<file path="config.mk">
export PLATFORM = sky130hd
export DESIGN_NAME = nba_decoder
export DESIGN_NICKNAME = d
export VERILOG_FILES = /design/src/hdl/nba_pkg.sv /design/src/hdl/nba_add_if.sv /design/src/hdl/nba_decoder.sv /design/src/hdl/nba_nibble_adder.sv
export SDC_FILE = /design/constraint.sdc
export NUM_CORES = 1
export LEC_CHECK = 0
export BUFFER_PORTS_ARGS = -buffer_cell sky130_fd_sc_hd__buf_2
export CAP_MARGIN = 0
export CORE_MARGIN = 2
export CORE_UTILIZATION = 25
export DETAILED_ROUTE_END_ITERATION = 6
export PLACE_DENSITY = 0.57
export SLEW_MARGIN = 20
export SYNTH_ARGS = -nofsm -noshare
export SYNTH_HDL_FRONTEND = slang
export SYNTH_HIERARCHICAL = 1
export SYNTH_SLANG_ARGS = --single-unit
</file>
<file path="constraint.sdc">
create_clock -name mclk -period 3.1 [get_ports mclk]
set_clock_uncertainty 0.1 [all_clocks]
set_input_delay 0.31 -clock mclk [delete_from_list [all_inputs] [get_ports mclk]]
set_output_delay 0.31 -clock mclk [all_outputs]
set_load 0.01 [all_outputs]
</file>
<file path="src/hdl/nba_pkg.sv">
// Purpose: Shared constants for the nibble add and converter start decoder
// Assumes: APB slave with 32-bit data, one aligned word per register
// Notes: Opcodes are 10-bit instruction words
package nba_pkg;
  // ==========================================================
  // Instruction words
  localparam logic [5:0] OPC_ADD_IMM_HI = 6'h06;
  localparam logic [9:0] OPC_START_CONV = 10'h29f;
  localparam logic [9:0] OPC_ADD_MEM = 10'h00a;
  localparam logic [9:0] OPC_ADD_MEM_CARRY_DEF = 10'h00b;
  localparam int MODE_BIT = 3;

  // ==========================================================
  // Register map
  localparam logic [7:0] ADDR_CTRL = 8'h00;
  localparam logic [7:0] ADDR_ACC = 8'h04;
  localparam logic [7:0] ADDR_IRQ_STATUS = 8'h08;
  localparam logic [7:0] ADDR_IRQ_MASK = 8'h0c;
  localparam logic [7:0] ADDR_FLAGS = 8'h10;

  // ==========================================================
  // Fields and reset values
  localparam int ACC_CARRY_BIT = 4;
  localparam int IRQ_W = 3;
  localparam int IRQ_CONV_DONE = 0;
  localparam int IRQ_OVERFLOW = 1;
  localparam int IRQ_SKIP = 2;
  localparam int FLAG_DONE_BIT = 0;
  localparam int FLAG_SKIP_BIT = 1;
  localparam logic [3:0] RST_CTRL = 4'h0;
  localparam logic [3:0] RST_ACC = 4'h0;
  localparam logic RST_CARRY = 1'b0;
  localparam logic [IRQ_W-1:0] RST_IRQ = 3'h0;
endpackage : nba_pkg

</file>
<file path="src/hdl/nba_add_if.sv">
// Purpose: Carrier between the decoder and its nibble adder
// Assumes: Single clock, purely combinational traffic
// Notes: Four-bit operands
`timescale 1ns/10ps
`default_nettype none
interface nba_add_if;
  logic [3:0] op_a;
  logic [3:0] op_b;
  logic cin;
  logic [3:0] sum;
  logic cout;
  modport user (output op_a, output op_b, output cin, input sum, input cout);
  modport adder (input op_a, input op_b, input cin, output sum, output cout);
endinterface : nba_add_if
`default_nettype wire

</file>
<file path="src/hdl/nba_decoder.sv">
// Purpose: Decode and execute four instruction words of a 4-bit core
// Assumes: instr_valid, instr_word, mem_nibble and conv_done come from mclk logic
// Notes: One word per cycle; a skipped word is not executed but sets the skip interrupt status bit
`timescale 1ns/10ps
`default_nettype none
// How it works
// - Immediate add puts accumulator plus n into accumulator in one cycle
// - Immediate add never changes the carry flag
// - Immediate add skips the next word when no overflow occurred
// - Mode bit 3 low starts conversion, high starts comparator
// - Add memory puts accumulator plus memory nibble into accumulator, carry kept
// - Add memory with carry stores sum and loads carry out
module nba_decoder
#(
  parameter logic [9:0] OPC_ADD_MEM_CARRY = nba_pkg::OPC_ADD_MEM_CARRY_DEF
)
(
  input wire logic mclk,
  input wire logic reset,
  input wire logic psel,
  input wire logic penable,
  input wire logic pwrite,
  input wire logic [7:0] paddr,
  input wire logic [31:0] pwdata,
  output logic [31:0] prdata,
  output logic pready,
  output logic pslverr,
  input wire logic instr_valid,
  input wire logic [9:0] instr_word,
  input wire logic [3:0] mem_nibble,
  input wire logic conv_done,
  output logic [3:0] acc,
  output logic carry_flag,
  output logic skip_pending,
  output logic conversion_done_flag,
  output logic conv_start,
  output logic comp_start,
  output logic irq
);
  logic [3:0] converter_control_reg;
  logic [nba_pkg::IRQ_W-1:0] irq_status;
  logic [nba_pkg::IRQ_W-1:0] irq_mask;
  logic exec;
  logic is_add_imm;
  logic is_start;
  logic is_add_mem;
  logic is_add_memc;
  logic apb_wr;
  logic rd_setup;
  logic wr_ctrl;
  logic wr_acc;
  logic wr_irq_status;
  logic wr_irq_mask;
  logic addr_ok;
  logic [nba_pkg::IRQ_W-1:0] events;
  logic [31:0] next_prdata;

  nba_add_if add_bus ();

  nba_nibble_adder u_adder
  (
    .bus(add_bus)
  );

  // ==========================================================
  // Decode
  // A word arriving while a skip is pending is consumed and ignored
  assign exec = instr_valid && !skip_pending;
  assign is_add_imm = exec && (instr_word[9:4] == nba_pkg::OPC_ADD_IMM_HI);
  assign is_start = exec && (instr_word == nba_pkg::OPC_START_CONV);
  assign is_add_mem = exec && (instr_word == nba_pkg::OPC_ADD_MEM);
  assign is_add_memc = exec && (instr_word == OPC_ADD_MEM_CARRY);

  // ==========================================================
  // Adder operands
  // One shared adder serves all three add words
  always_comb
  begin
    add_bus.op_a = acc;
    add_bus.op_b = mem_nibble;
    add_bus.cin = 1'b0;
    if (is_add_imm)
    begin
      add_bus.op_b = instr_word[3:0];
    end
    else if (is_add_memc)
    begin
      add_bus.cin = carry_flag;
    end
  end

  // ==========================================================
  // Bus decode
  assign apb_wr = psel && penable && pwrite;
  assign rd_setup = psel && !penable && !pwrite;
  // Zero wait states: every register answers in its first access cycle
  assign pready = 1'b1;
  assign addr_ok = (paddr == nba_pkg::ADDR_CTRL) || (paddr == nba_pkg::ADDR_ACC)
    || (paddr == nba_pkg::ADDR_IRQ_STATUS) || (paddr == nba_pkg::ADDR_IRQ_MASK)
    || (paddr == nba_pkg::ADDR_FLAGS);
  assign pslverr = psel && penable && !addr_ok;

  // ==========================================================
  // Write strobes
  // Taken only at the access edge, so a setup cycle alone changes nothing
  assign wr_ctrl = apb_wr && (paddr == nba_pkg::ADDR_CTRL);
  assign wr_acc = apb_wr && (paddr == nba_pkg::ADDR_ACC);
  assign wr_irq_status = apb_wr && (paddr == nba_pkg::ADDR_IRQ_STATUS);
  assign wr_irq_mask = apb_wr && (paddr == nba_pkg::ADDR_IRQ_MASK);

  // ==========================================================
  // Accumulator
  // Instruction execution wins over a bus write in the same cycle
  always_ff @(posedge mclk)
  begin
    if (reset)
    begin
      acc <= nba_pkg::RST_ACC;
    end
    else if (is_add_imm || is_add_mem || is_add_memc)
    begin
      acc <= add_bus.sum;
    end
    else if (wr_acc)
    begin
      acc <= pwdata[3:0];
    end
  end

  // ==========================================================
  // Carry flag
  always_ff @(posedge mclk)
  begin
    if (reset)
    begin
      carry_flag <= nba_pkg::RST_CARRY;
    end
    else if (is_add_memc)
    begin
      carry_flag <= add_bus.cout;
    end
    else if (is_add_imm || is_add_mem)
    begin
      carry_flag <= carry_flag;
    end
    else if (wr_acc)
    begin
      carry_flag <= pwdata[nba_pkg::ACC_CARRY_BIT];
    end
  end

  // ==========================================================
  // Skip
  // Only a valid word clears it, so idle cycles keep the skip armed
  always_ff @(posedge mclk)
  begin
    if (reset)
    begin
      skip_pending <= 1'b0;
    end
    else if (instr_valid && skip_pending)
    begin
      skip_pending <= 1'b0;
    end
    else if (is_add_imm)
    begin
      skip_pending <= !add_bus.cout;
    end
  end

  // ==========================================================
  // Converter start
  // Registered so the converter sees a clean one-cycle strobe
  always_ff @(posedge mclk)
  begin
    if (reset)
    begin
      conv_start <= 1'b0;
      comp_start <= 1'b0;
    end
    else
    begin
      conv_start <= is_start && !converter_control_reg[nba_pkg::MODE_BIT];
      comp_start <= is_start && converter_control_reg[nba_pkg::MODE_BIT];
    end
  end

  // ==========================================================
  // Conversion done flag
  // Completion arriving with the start word sets the flag: set wins
  always_ff @(posedge mclk)
  begin
    if (reset)
    begin
      conversion_done_flag <= 1'b0;
    end
    else if (conv_done)
    begin
      conversion_done_flag <= 1'b1;
    end
    else if (is_start)
    begin
      conversion_done_flag <= 1'b0;
    end
  end

  // ==========================================================
  // Control register
  // Only the mode bit is decoded; the other bits are kept for software
  always_ff @(posedge mclk)
  begin
    if (reset)
    begin
      converter_control_reg <= nba_pkg::RST_CTRL;
    end
    else if (wr_ctrl)
    begin
      converter_control_reg <= pwdata[3:0];
    end
  end

  // ==========================================================
  // Interrupts
  always_comb
  begin
    events = '0;
    events[nba_pkg::IRQ_CONV_DONE] = conv_done;
    events[nba_pkg::IRQ_OVERFLOW] = is_add_imm && add_bus.cout;
    events[nba_pkg::IRQ_SKIP] = instr_valid && skip_pending;
  end

  // Set wins over a write-one-to-clear in the same cycle
  always_ff @(posedge mclk)
  begin
    if (reset)
    begin
      irq_status <= nba_pkg::RST_IRQ;
    end
    else if (wr_irq_status)
    begin
      irq_status <= (irq_status & ~pwdata[nba_pkg::IRQ_W-1:0]) | events;
    end
    else
    begin
      irq_status <= irq_status | events;
    end
  end

  // ==========================================================
  // Interrupt mask
  always_ff @(posedge mclk)
  begin
    if (reset)
    begin
      irq_mask <= nba_pkg::RST_IRQ;
    end
    else if (wr_irq_mask)
    begin
      irq_mask <= pwdata[nba_pkg::IRQ_W-1:0];
    end
  end

  // Level only: masking a pending bit drops the output at once
  assign irq = |(irq_status & irq_mask);

  // ==========================================================
  // Read data
  always_comb
  begin
    next_prdata = 32'h0000_0000;
    case (paddr)
      nba_pkg::ADDR_CTRL: next_prdata[3:0] = converter_control_reg;
      nba_pkg::ADDR_ACC: next_prdata[4:0] = {carry_flag, acc};
      nba_pkg::ADDR_IRQ_STATUS: next_prdata[nba_pkg::IRQ_W-1:0] = irq_status;
      nba_pkg::ADDR_IRQ_MASK: next_prdata[nba_pkg::IRQ_W-1:0] = irq_mask;
      nba_pkg::ADDR_FLAGS:
      begin
        next_prdata[nba_pkg::FLAG_DONE_BIT] = conversion_done_flag;
        next_prdata[nba_pkg::FLAG_SKIP_BIT] = skip_pending;
      end
      default: next_prdata = 32'h0000_0000;
    endcase
  end

  // Registered in the setup cycle so data stands during the access phase
  // A register updated at the setup edge is read with its older value
  always_ff @(posedge mclk)
  begin
    if (reset)
    begin
      prdata <= 32'h0000_0000;
    end
    else if (rd_setup)
    begin
      prdata <= next_prdata;
    end
  end
endmodule : nba_decoder
`default_nettype wire

</file>
<file path="src/hdl/nba_nibble_adder.sv">
// Purpose: Four-bit adder with carry in and carry out
// Assumes: Operands settled within the cycle
// Notes: Sum wraps modulo 16
`timescale 1ns/10ps
`default_nettype none
module nba_nibble_adder
(
  nba_add_if.adder bus
);
  logic [4:0] total;

  // ==========================================================
  // Add
  assign total = {1'b0, bus.op_a} + {1'b0, bus.op_b} + {4'h0, bus.cin};
  assign bus.sum = total[3:0];
  assign bus.cout = total[4];
endmodule : nba_nibble_adder
`default_nettype wire

</file>
==> results of run 1 <==
-- metrics by stage --
step,hold slack [ns],std cells,power (mW),utilization
4_1_cts,0.181,314,0.624,0.305
2_1_floorplan,0.282,212,0.402,-
5_1_grt,0.193,314,0.646,0.305
6_report,0.183,314,0.617,0.305
3_3_place_gp,0.338,310,0.411,0.297
3_5_place_dp,0.349,310,0.412,0.297
-- logic make-up (layout without fill, tap and decap cells) --
| kind of cell | Yosys count | in the layout | share of synthesized area |
|---|---|---|---|
| flip-flops | 24 | 24 | 0.286 |
| XOR/XNOR | 2 | 2 | 0.0104 |
| multiplexers | 19 | 19 | 0.138 |
| other | 2 | 28 | 0.00446 |
| AO/OA/AOI/OAI | 30 | 30 | 0.117 |
| adder cells (fa/ha/maj) | 5 | 5 | 0.0461 |
| buffers and inverters | 42 | 67 | 0.168 |
| AND/OR/NAND/NOR | 62 | 62 | 0.230 |
-- metal layers --
layer,vias to the layer above,track usage
met3,4,0.0318
met2,49,0.171
li1,698,-
met4,0,0.0216
met5,-,0
met1,617,0.138
-- report_power, final --
group | switching, mW | leakage (nW) | internal, mW
logic | 0.0587 | 0.749 | 0.0337
registers | 0.00228 | 0.194 | 0.310
clock network | 0.0986 | 0.0288 | 0.113
-- critical path, delay by kind of cell (launching register included) --
kind	cells	cell delay [ns]
and+or+nand+nor	5	1.17
adders and majority gates	2	0.64
buffers and inverters	2	0.11
DFF	1	0.32
AOI/OAI and AO/OA	3	0.33
-- cell type report --
cell class,count,area [um2],area share
Clock buffer,4,55.1,0.0281
Inverter,10,37.5,0.0191
Multi-Input combinational cell,146,1020,0.518
Sequential cell,24,480,0.245
Tap cell,77,96.3,0.0491
Timing Repair Buffer,53,275,0.140
-- worst max path at each step --
stage,from,to,slack [ns],depth (start not counted)
after floorplan,instr_word[4],skip_pending,0.31,12
after global placement,instr_word[4],skip_pending,0.09,13
after detailed placement,instr_word[4],skip_pending,0.1,13
after CTS,skip_pending,carry_flag,0.35,12
after global routing,skip_pending,carry_flag,0.09,12
final,skip_pending,carry_flag,0.37,12
-- placed cells by master, fill, tap and decap left out, drive strengths merged, types with 5 or more instances in the layout --
cell | synthesis | layout
a21oi | 11 | 11
buf | 28 | 53
conb | 2 | 28
dfxtp | 24 | 24
inv | 10 | 10
mux2i | 12 | 12
nand2 | 10 | 10
nand3 | 7 | 7
nor2 | 20 | 20
nor3 | 5 | 5
o21ai | 6 | 6
==> metrics.md, run 1 <==
| Metric | Value |
|---|---|
| Outcome | complete, no violations |
| Critical-path maximum fanout | 3 |
| Post-Place Worst Slack | 0.0959 ns |
| CTS Sinks | 24 |
| Reg-to-reg slack, setup | 0.37 ns |
| HP Class | in -> reg |
| Synth top cells by count | buf_4 (28), dfxtp_1 (24), nor2_1 (20) |
| Cell variety after synth | 45 |
| Post-DR wirelength/cell | 12.3 um |
| DR WL met2 | 1840 um |
| Hold path cells | 3 |
| Vias in the first global route | 1270 |
| Layout area overhead | 16.6% |
| Unrepaired setup endpoints after global routing | no |
| Slew Limit Fails | 0 |
| # port buffers | 49 |
| Worst Hold Launch | conv_done |
| Cell accounting for the most synthesized area | dfxtp_1 |
| Post-synth ARST share | 0 |
| Reg2reg path depth | 12 |
| Most common cell in the synthesized netlist | buf_4 |
| Metal3 WL | 263 um |
| DR pass1 iterations | 4 |
| Seq cells post-synth | 24 |
| Gr usage total | 0.105 |
| Commonest register cell after synthesis | dfxtp_1 |
| Die ar. | 0.00740 mm2 |
| Crit path kind | reg -> reg |
| Rows | 29 |
| Worst hold endpoint | conversion_done_flag |
| Fin worst setup slack | 0.369 ns |
| CTS tree | built |
| Critical Path, Cell by Cell | or4_1, nor3_1, and2_1, fa_1, inv_1, fa_1, nor2b_1, o21ai_0, nand2b_1, inv_1, a21oi_1, o21a_1 |
| Worst R2R Start | skip_pending |
| Min cycle time layout | 2.73 ns |
| Post-synth EDFFs | 0 |
| Fill count | 692 |
| Fin. Hold Viols | 0 |
| Synth top area share | 0.286 |
| FF-to-FF End | carry_flag |
| Max Cap Viol | 0 |
| Placer Congestion | 0.785 |
| Maximum vdd drop | 0.117 mV |
| P_leak | 0.972 nW |
| Final Cell Area | 0.00196 mm2 |
| Core Area | 0.00642 mm2 |
| DR top layer | met4 |
| Die width | 86.0 um |
| Post-Route M1 WL | 1750 um |
| Largest stage delay, worst path | 0.52 ns |
| Clock transition at path regs | 0.08 ns |
| Initial antenna violation count | 0 |
| Register area share after synthesis | 0.286 |
| Crit path required time | 3.22 ns |
| Starting Density | 0.262 |
| Crit. End Element | register |
| Final #Nets | 304 |
| Global-route wire length before repair | 6230 um |
| Post-Route WL | 3870 um |
| Post-synthesis instance area | 0.00168 mm2 |
| CTS Hold Bufs | 0 |
| Share of layout cells above drive strength 1 | 0.316 |
| Ant diodes | 0 |
| Vias | 1368 |
| CTS-repair resized insts | 0 |
| Pin count of the biggest net entering global routing | 25 |
| Avg Cell Area, Syn | 9.05 um2 |
| Vias per Instance | 4.36 |
| Area contributors post-synth | dfxtp_1 (29%), buf_4 (12%), mux2i_1 (7.1%) |
| Mapped Cells | 186 |
| Congestion Overflow GR | 0 |
| Power Density | 315 mW/mm2 |
| Max Freq | 366 MHz |
| Final setup fails | 0 |
| CP Data Arrival Time | 2.85 ns |
| Crit-path slowest cell | or4_1 |
| Skew-Pair Late Insertion Delay | 0.27 ns |
| Max FFs per register | 5 |
| Placed cell area | 0.00191 mm2 |
| Setup TNS after final layout | 0 ns |
| Drt drc | 0 |
| Drt first-iter violations | 69 |
| YS warnings | 6 |
| Die span in y | 86.0 um |
| CTS max path bufs | 2 |
| Max H-tree Level | 1 |
| Clock root cell | clkbuf_8 |
| Total CTS buffers | 3 |
| Fin crit share | 0.881 |
| Startpoint types | register |
| DP HPWL | 3150 um |
| Antenna viol nets, final | 0 |
| Ports | 105 |
| Setup bufs post-CTS | 0 |
(Power assumes the default switching activity.)
==> inputs of run 2 (changes only) <==
--- a/config.mk
+++ b/config.mk
@@ -8,11 +8,10 @@
 export BUFFER_PORTS_ARGS = -buffer_cell sky130_fd_sc_hd__buf_2
 export CAP_MARGIN = 0
 export CORE_MARGIN = 2
-export CORE_UTILIZATION = 25
+export CORE_UTILIZATION = 40
 export DETAILED_ROUTE_END_ITERATION = 6
-export PLACE_DENSITY = 0.57
+export PLACE_DENSITY = 0.82
 export SLEW_MARGIN = 20
 export SYNTH_ARGS = -nofsm -noshare
 export SYNTH_HDL_FRONTEND = slang
-export SYNTH_HIERARCHICAL = 1
 export SYNTH_SLANG_ARGS = --single-unit
==> metrics.md, run 2 <==
| Metric | Value |
|---|---|
| HP Class | in -> reg |
| Startpoint types | register |
| Fin crit share | 0.945 (+0.0638) |
| Final #Nets | 306 (+0.66%) |
| Initial antenna violation count | 0 (unchanged) |
| Seq pwr share | 0.504 (-0.003) |
| Seq cells post-synth | 24 (unchanged) |
| Reg2reg path depth | 10 (-2) |
| Clock transition at path regs | 0.09 ns (about the same) |
| Crit path kind | reg -> reg |
| Post-DR wirelength/cell | 13.1 um (+6.4%) |
| Hold path cells | 3 (unchanged) |
| Post-synthesis instance area | 0.00160 mm2 (-4.8%) |
| Slew Limit Fails | 0 (unchanged) |
| Synth top cells by count | buf_4 (28), dfxtp_1 (24), a21oi_1 (20) |
| Maximum vdd drop | 0.324 mV (+180%) |
| Commonest register cell after synthesis | dfxtp_1 |
| Post-Route WL | 3760 um (-2.8%) |
| Worst hold endpoint | irq_status[0] |
| DR pass1 iterations | 4 (unchanged) |
| Total CTS buffers | 3 (unchanged) |
| Synth top area share | 0.300 (+0.0145) |
| Min cycle time layout | 2.93 ns (+0.198 ns) |
| CTS Hold Bufs | 0 (unchanged) |
| Unrepaired setup endpoints after global routing | no |
| Register area share after synthesis | 0.300 (+0.0145) |
| Vias | 1481 (+8.3%) |
| Reg-to-reg slack, setup | 0.17 ns (-0.20 ns) |
| Crit path required time | 3.15 ns (-0.07 ns) |
| Antenna viol nets, final | 0 (unchanged) |
| Clock root cell | clkbuf_8 |
| Ports | 105 (unchanged) |
| CP Data Arrival Time | 2.98 ns (+0.13 ns) |
| Global-route wire length before repair | 5800 um (-6.9%) |
| Worst hold margin | 0.169 ns (-0.0143 ns) |
| Die span in y | 67.3 um (-22%) |
| P_int | 0.459 mW (+0.27%) |
| DP HPWL | 3040 um (-3.4%) |
| Post-Route M1 WL | 1600 um (-8.7%) |
| Crit. End Element | register |
| Starting Density | 0.428 (+0.166) |
| Most common cell after layout, fill and taps aside | buf_2 |
| Skew-Pair Late Insertion Delay | 0.27 ns (about the same) |
| Gr usage total | 0.167 (+0.0616) |
| Power Density | 336 mW/mm2 (+6.7%) |
| Most frequent cells in the layout | buf_2 (49), conb_1 (28), dfxtp_1 (24) |
| Max H-tree Level | 1 (unchanged) |
| Final setup fails | 0 (unchanged) |
| Placer Congestion | 0.866 (+10%) |
| Max Freq | 341 MHz (-6.8%) |
| Worst slew pin tran | 0.552 ns |
| Fin. Hold Viols | 0 (unchanged) |
| Multi-input gate area | 977 um2 (-3.9%) |
| CTS Sinks | 24 (unchanged) |
| YS warnings | 0 (-6) |
| CTS max path bufs | 2 (unchanged) |
| Max FFs per register | 5 (unchanged) |
| Setup TNS after final layout | 0 ns (unchanged) |
| Rows | 22 (-24%) |
| Comb power frac | 0.148 (-0.002) |
| Post-synth EDFFs | 0 (unchanged) |
| Die ar. | 0.00453 mm2 (-39%) |
| NetSw | 0.165 mW (+3.4%) |
| Ant diodes | 0 (unchanged) |
| Area contributors post-synth | dfxtp_1 (30%), buf_4 (13%), a21oi_1 (6.3%) |
| Die width | 67.3 um (-22%) |
| Setup bufs post-CTS | 0 (unchanged) |
| Cell accounting for the most synthesized area | dfxtp_1 |
| Outcome | complete, no violations |
| # port buffers | 49 (unchanged) |
| CTS tree | built |
| P_leak | 0.833 nW (-14%) |
| Clock network fraction of design power | 0.347 (+0.003) |
| Drt first-iter violations | 82 (+19%) |
| Worst R2R Start | skip_pending |
| Post-synth ARST share | 0 (unchanged) |
| Worst Hold Launch | conv_done |
| FF-to-FF End | irq_status[1] |
| Fill count | 358 (-48%) |
| Avg Cell Area, Syn | 8.47 um2 (-6.3%) |
| Register Area | 480 um2 (unchanged) |
| Core Area | 0.00374 mm2 (-42%) |
| Rel. slew slack | 0.631 |
| Sw Share | 0.265 (+0.00595) |
| Share of layout cells above drive strength 1 | 0.289 (-0.0278) |
| Cell variety after synth | 39 (-13%) |
| Max Cap Viol | 0 (unchanged) |
| Vias per Instance | 5.16 (+18%) |
| Vias in the first global route | 1328 (+4.6%) |
| Most common cell in the synthesized netlist | buf_4 |
| Congestion Overflow GR | 0 (unchanged) |
| Drt drc | 0 (unchanged) |
| Layout area overhead | 16.1% |
| Mapped Cells | 189 (+1.6%) |
| CTS-repair resized insts | 0 (unchanged) |
| DR WL met2 | 1850 um (+0.60%) |
| Pin count of the biggest net entering global routing | 21 (-16%) |
| DR top layer | met4 |
| Critical-path maximum fanout | 3 (unchanged) |
| Metal3 WL | 271 um (+3.0%) |
## run 2: how the worst max path moves through the flow
stage | from | end | cells past startpoint
floorplan | instr_word[4] | irq_status[1] | 9
global placement | instr_valid | irq_status[1] | 11
detailed placement | instr_valid | irq_status[1] | 11
CTS | skip_pending | irq_status[1] | 10
global route | skip_pending | irq_status[1] | 10
finish | skip_pending | irq_status[1] | 10
## run 2: cells by family after synthesis
group | synth area share
other cells | 0.00469
simple gates | 0.238
buf+inv | 0.151
flops | 0.300
fa+ha+maj | 0.0484
compound gates | 0.148
xor+xnor | 0.0109
mux | 0.0992
## run 2: power by group through the flow
stage	combinational (mW)	clock (mW)	sequential (mW)
finish	0.0926	0.217	0.315
global route	0.103	0.233	0.315
CTS	0.0919	0.216	0.315
detailed placement	0.0915	0	0.322
global placement	0.0888	0	0.322
floorplan	0.0771	0	0.322
## run 2: metal layers
layer,vias up,track usage
li1,727,-
met1,695,0.201
met2,55,0.295
met3,4,0.0433
met4,0,0.0408
met5,-,0
## run 2: worst max-delay path, cell delays in order (launching register included)
cell,delay (ns)
dfxtp_1,0.32
nor2b_1,0.18
nand4b_1,0.16
nor2_1,0.18
mux2_2,0.36
fa_1,0.43
fa_1,0.42
a21o_1,0.19
a21oi_1,0.25
or3_1,0.17
a21oi_1,0.06
## run 2: through the flow
stage	power, mW	cell area, um2	setup slack (ns)	cells	utilization
6_report	0.624	1860	0.171	287	0.497
5_1_grt	0.651	1860	0.00186	287	0.497
3_3_place_gp	0.411	1800	0.0555	283	0.482
2_1_floorplan	0.400	1700	0.154	215	-
3_5_place_dp	0.413	1800	0.0372	283	0.482
4_1_cts	0.623	1860	0.184	287	0.497
## run 2: layout make-up
| class | instances | area share |
|---|---|---|
| Clock buffer | 4 | 0.0296 |
| Inverter | 3 | 0.00606 |
| Multi-Input combinational cell | 155 | 0.526 |
| Sequential cell | 24 | 0.258 |
| Tap cell | 48 | 0.0323 |
| Timing Repair Buffer | 53 | 0.148 |
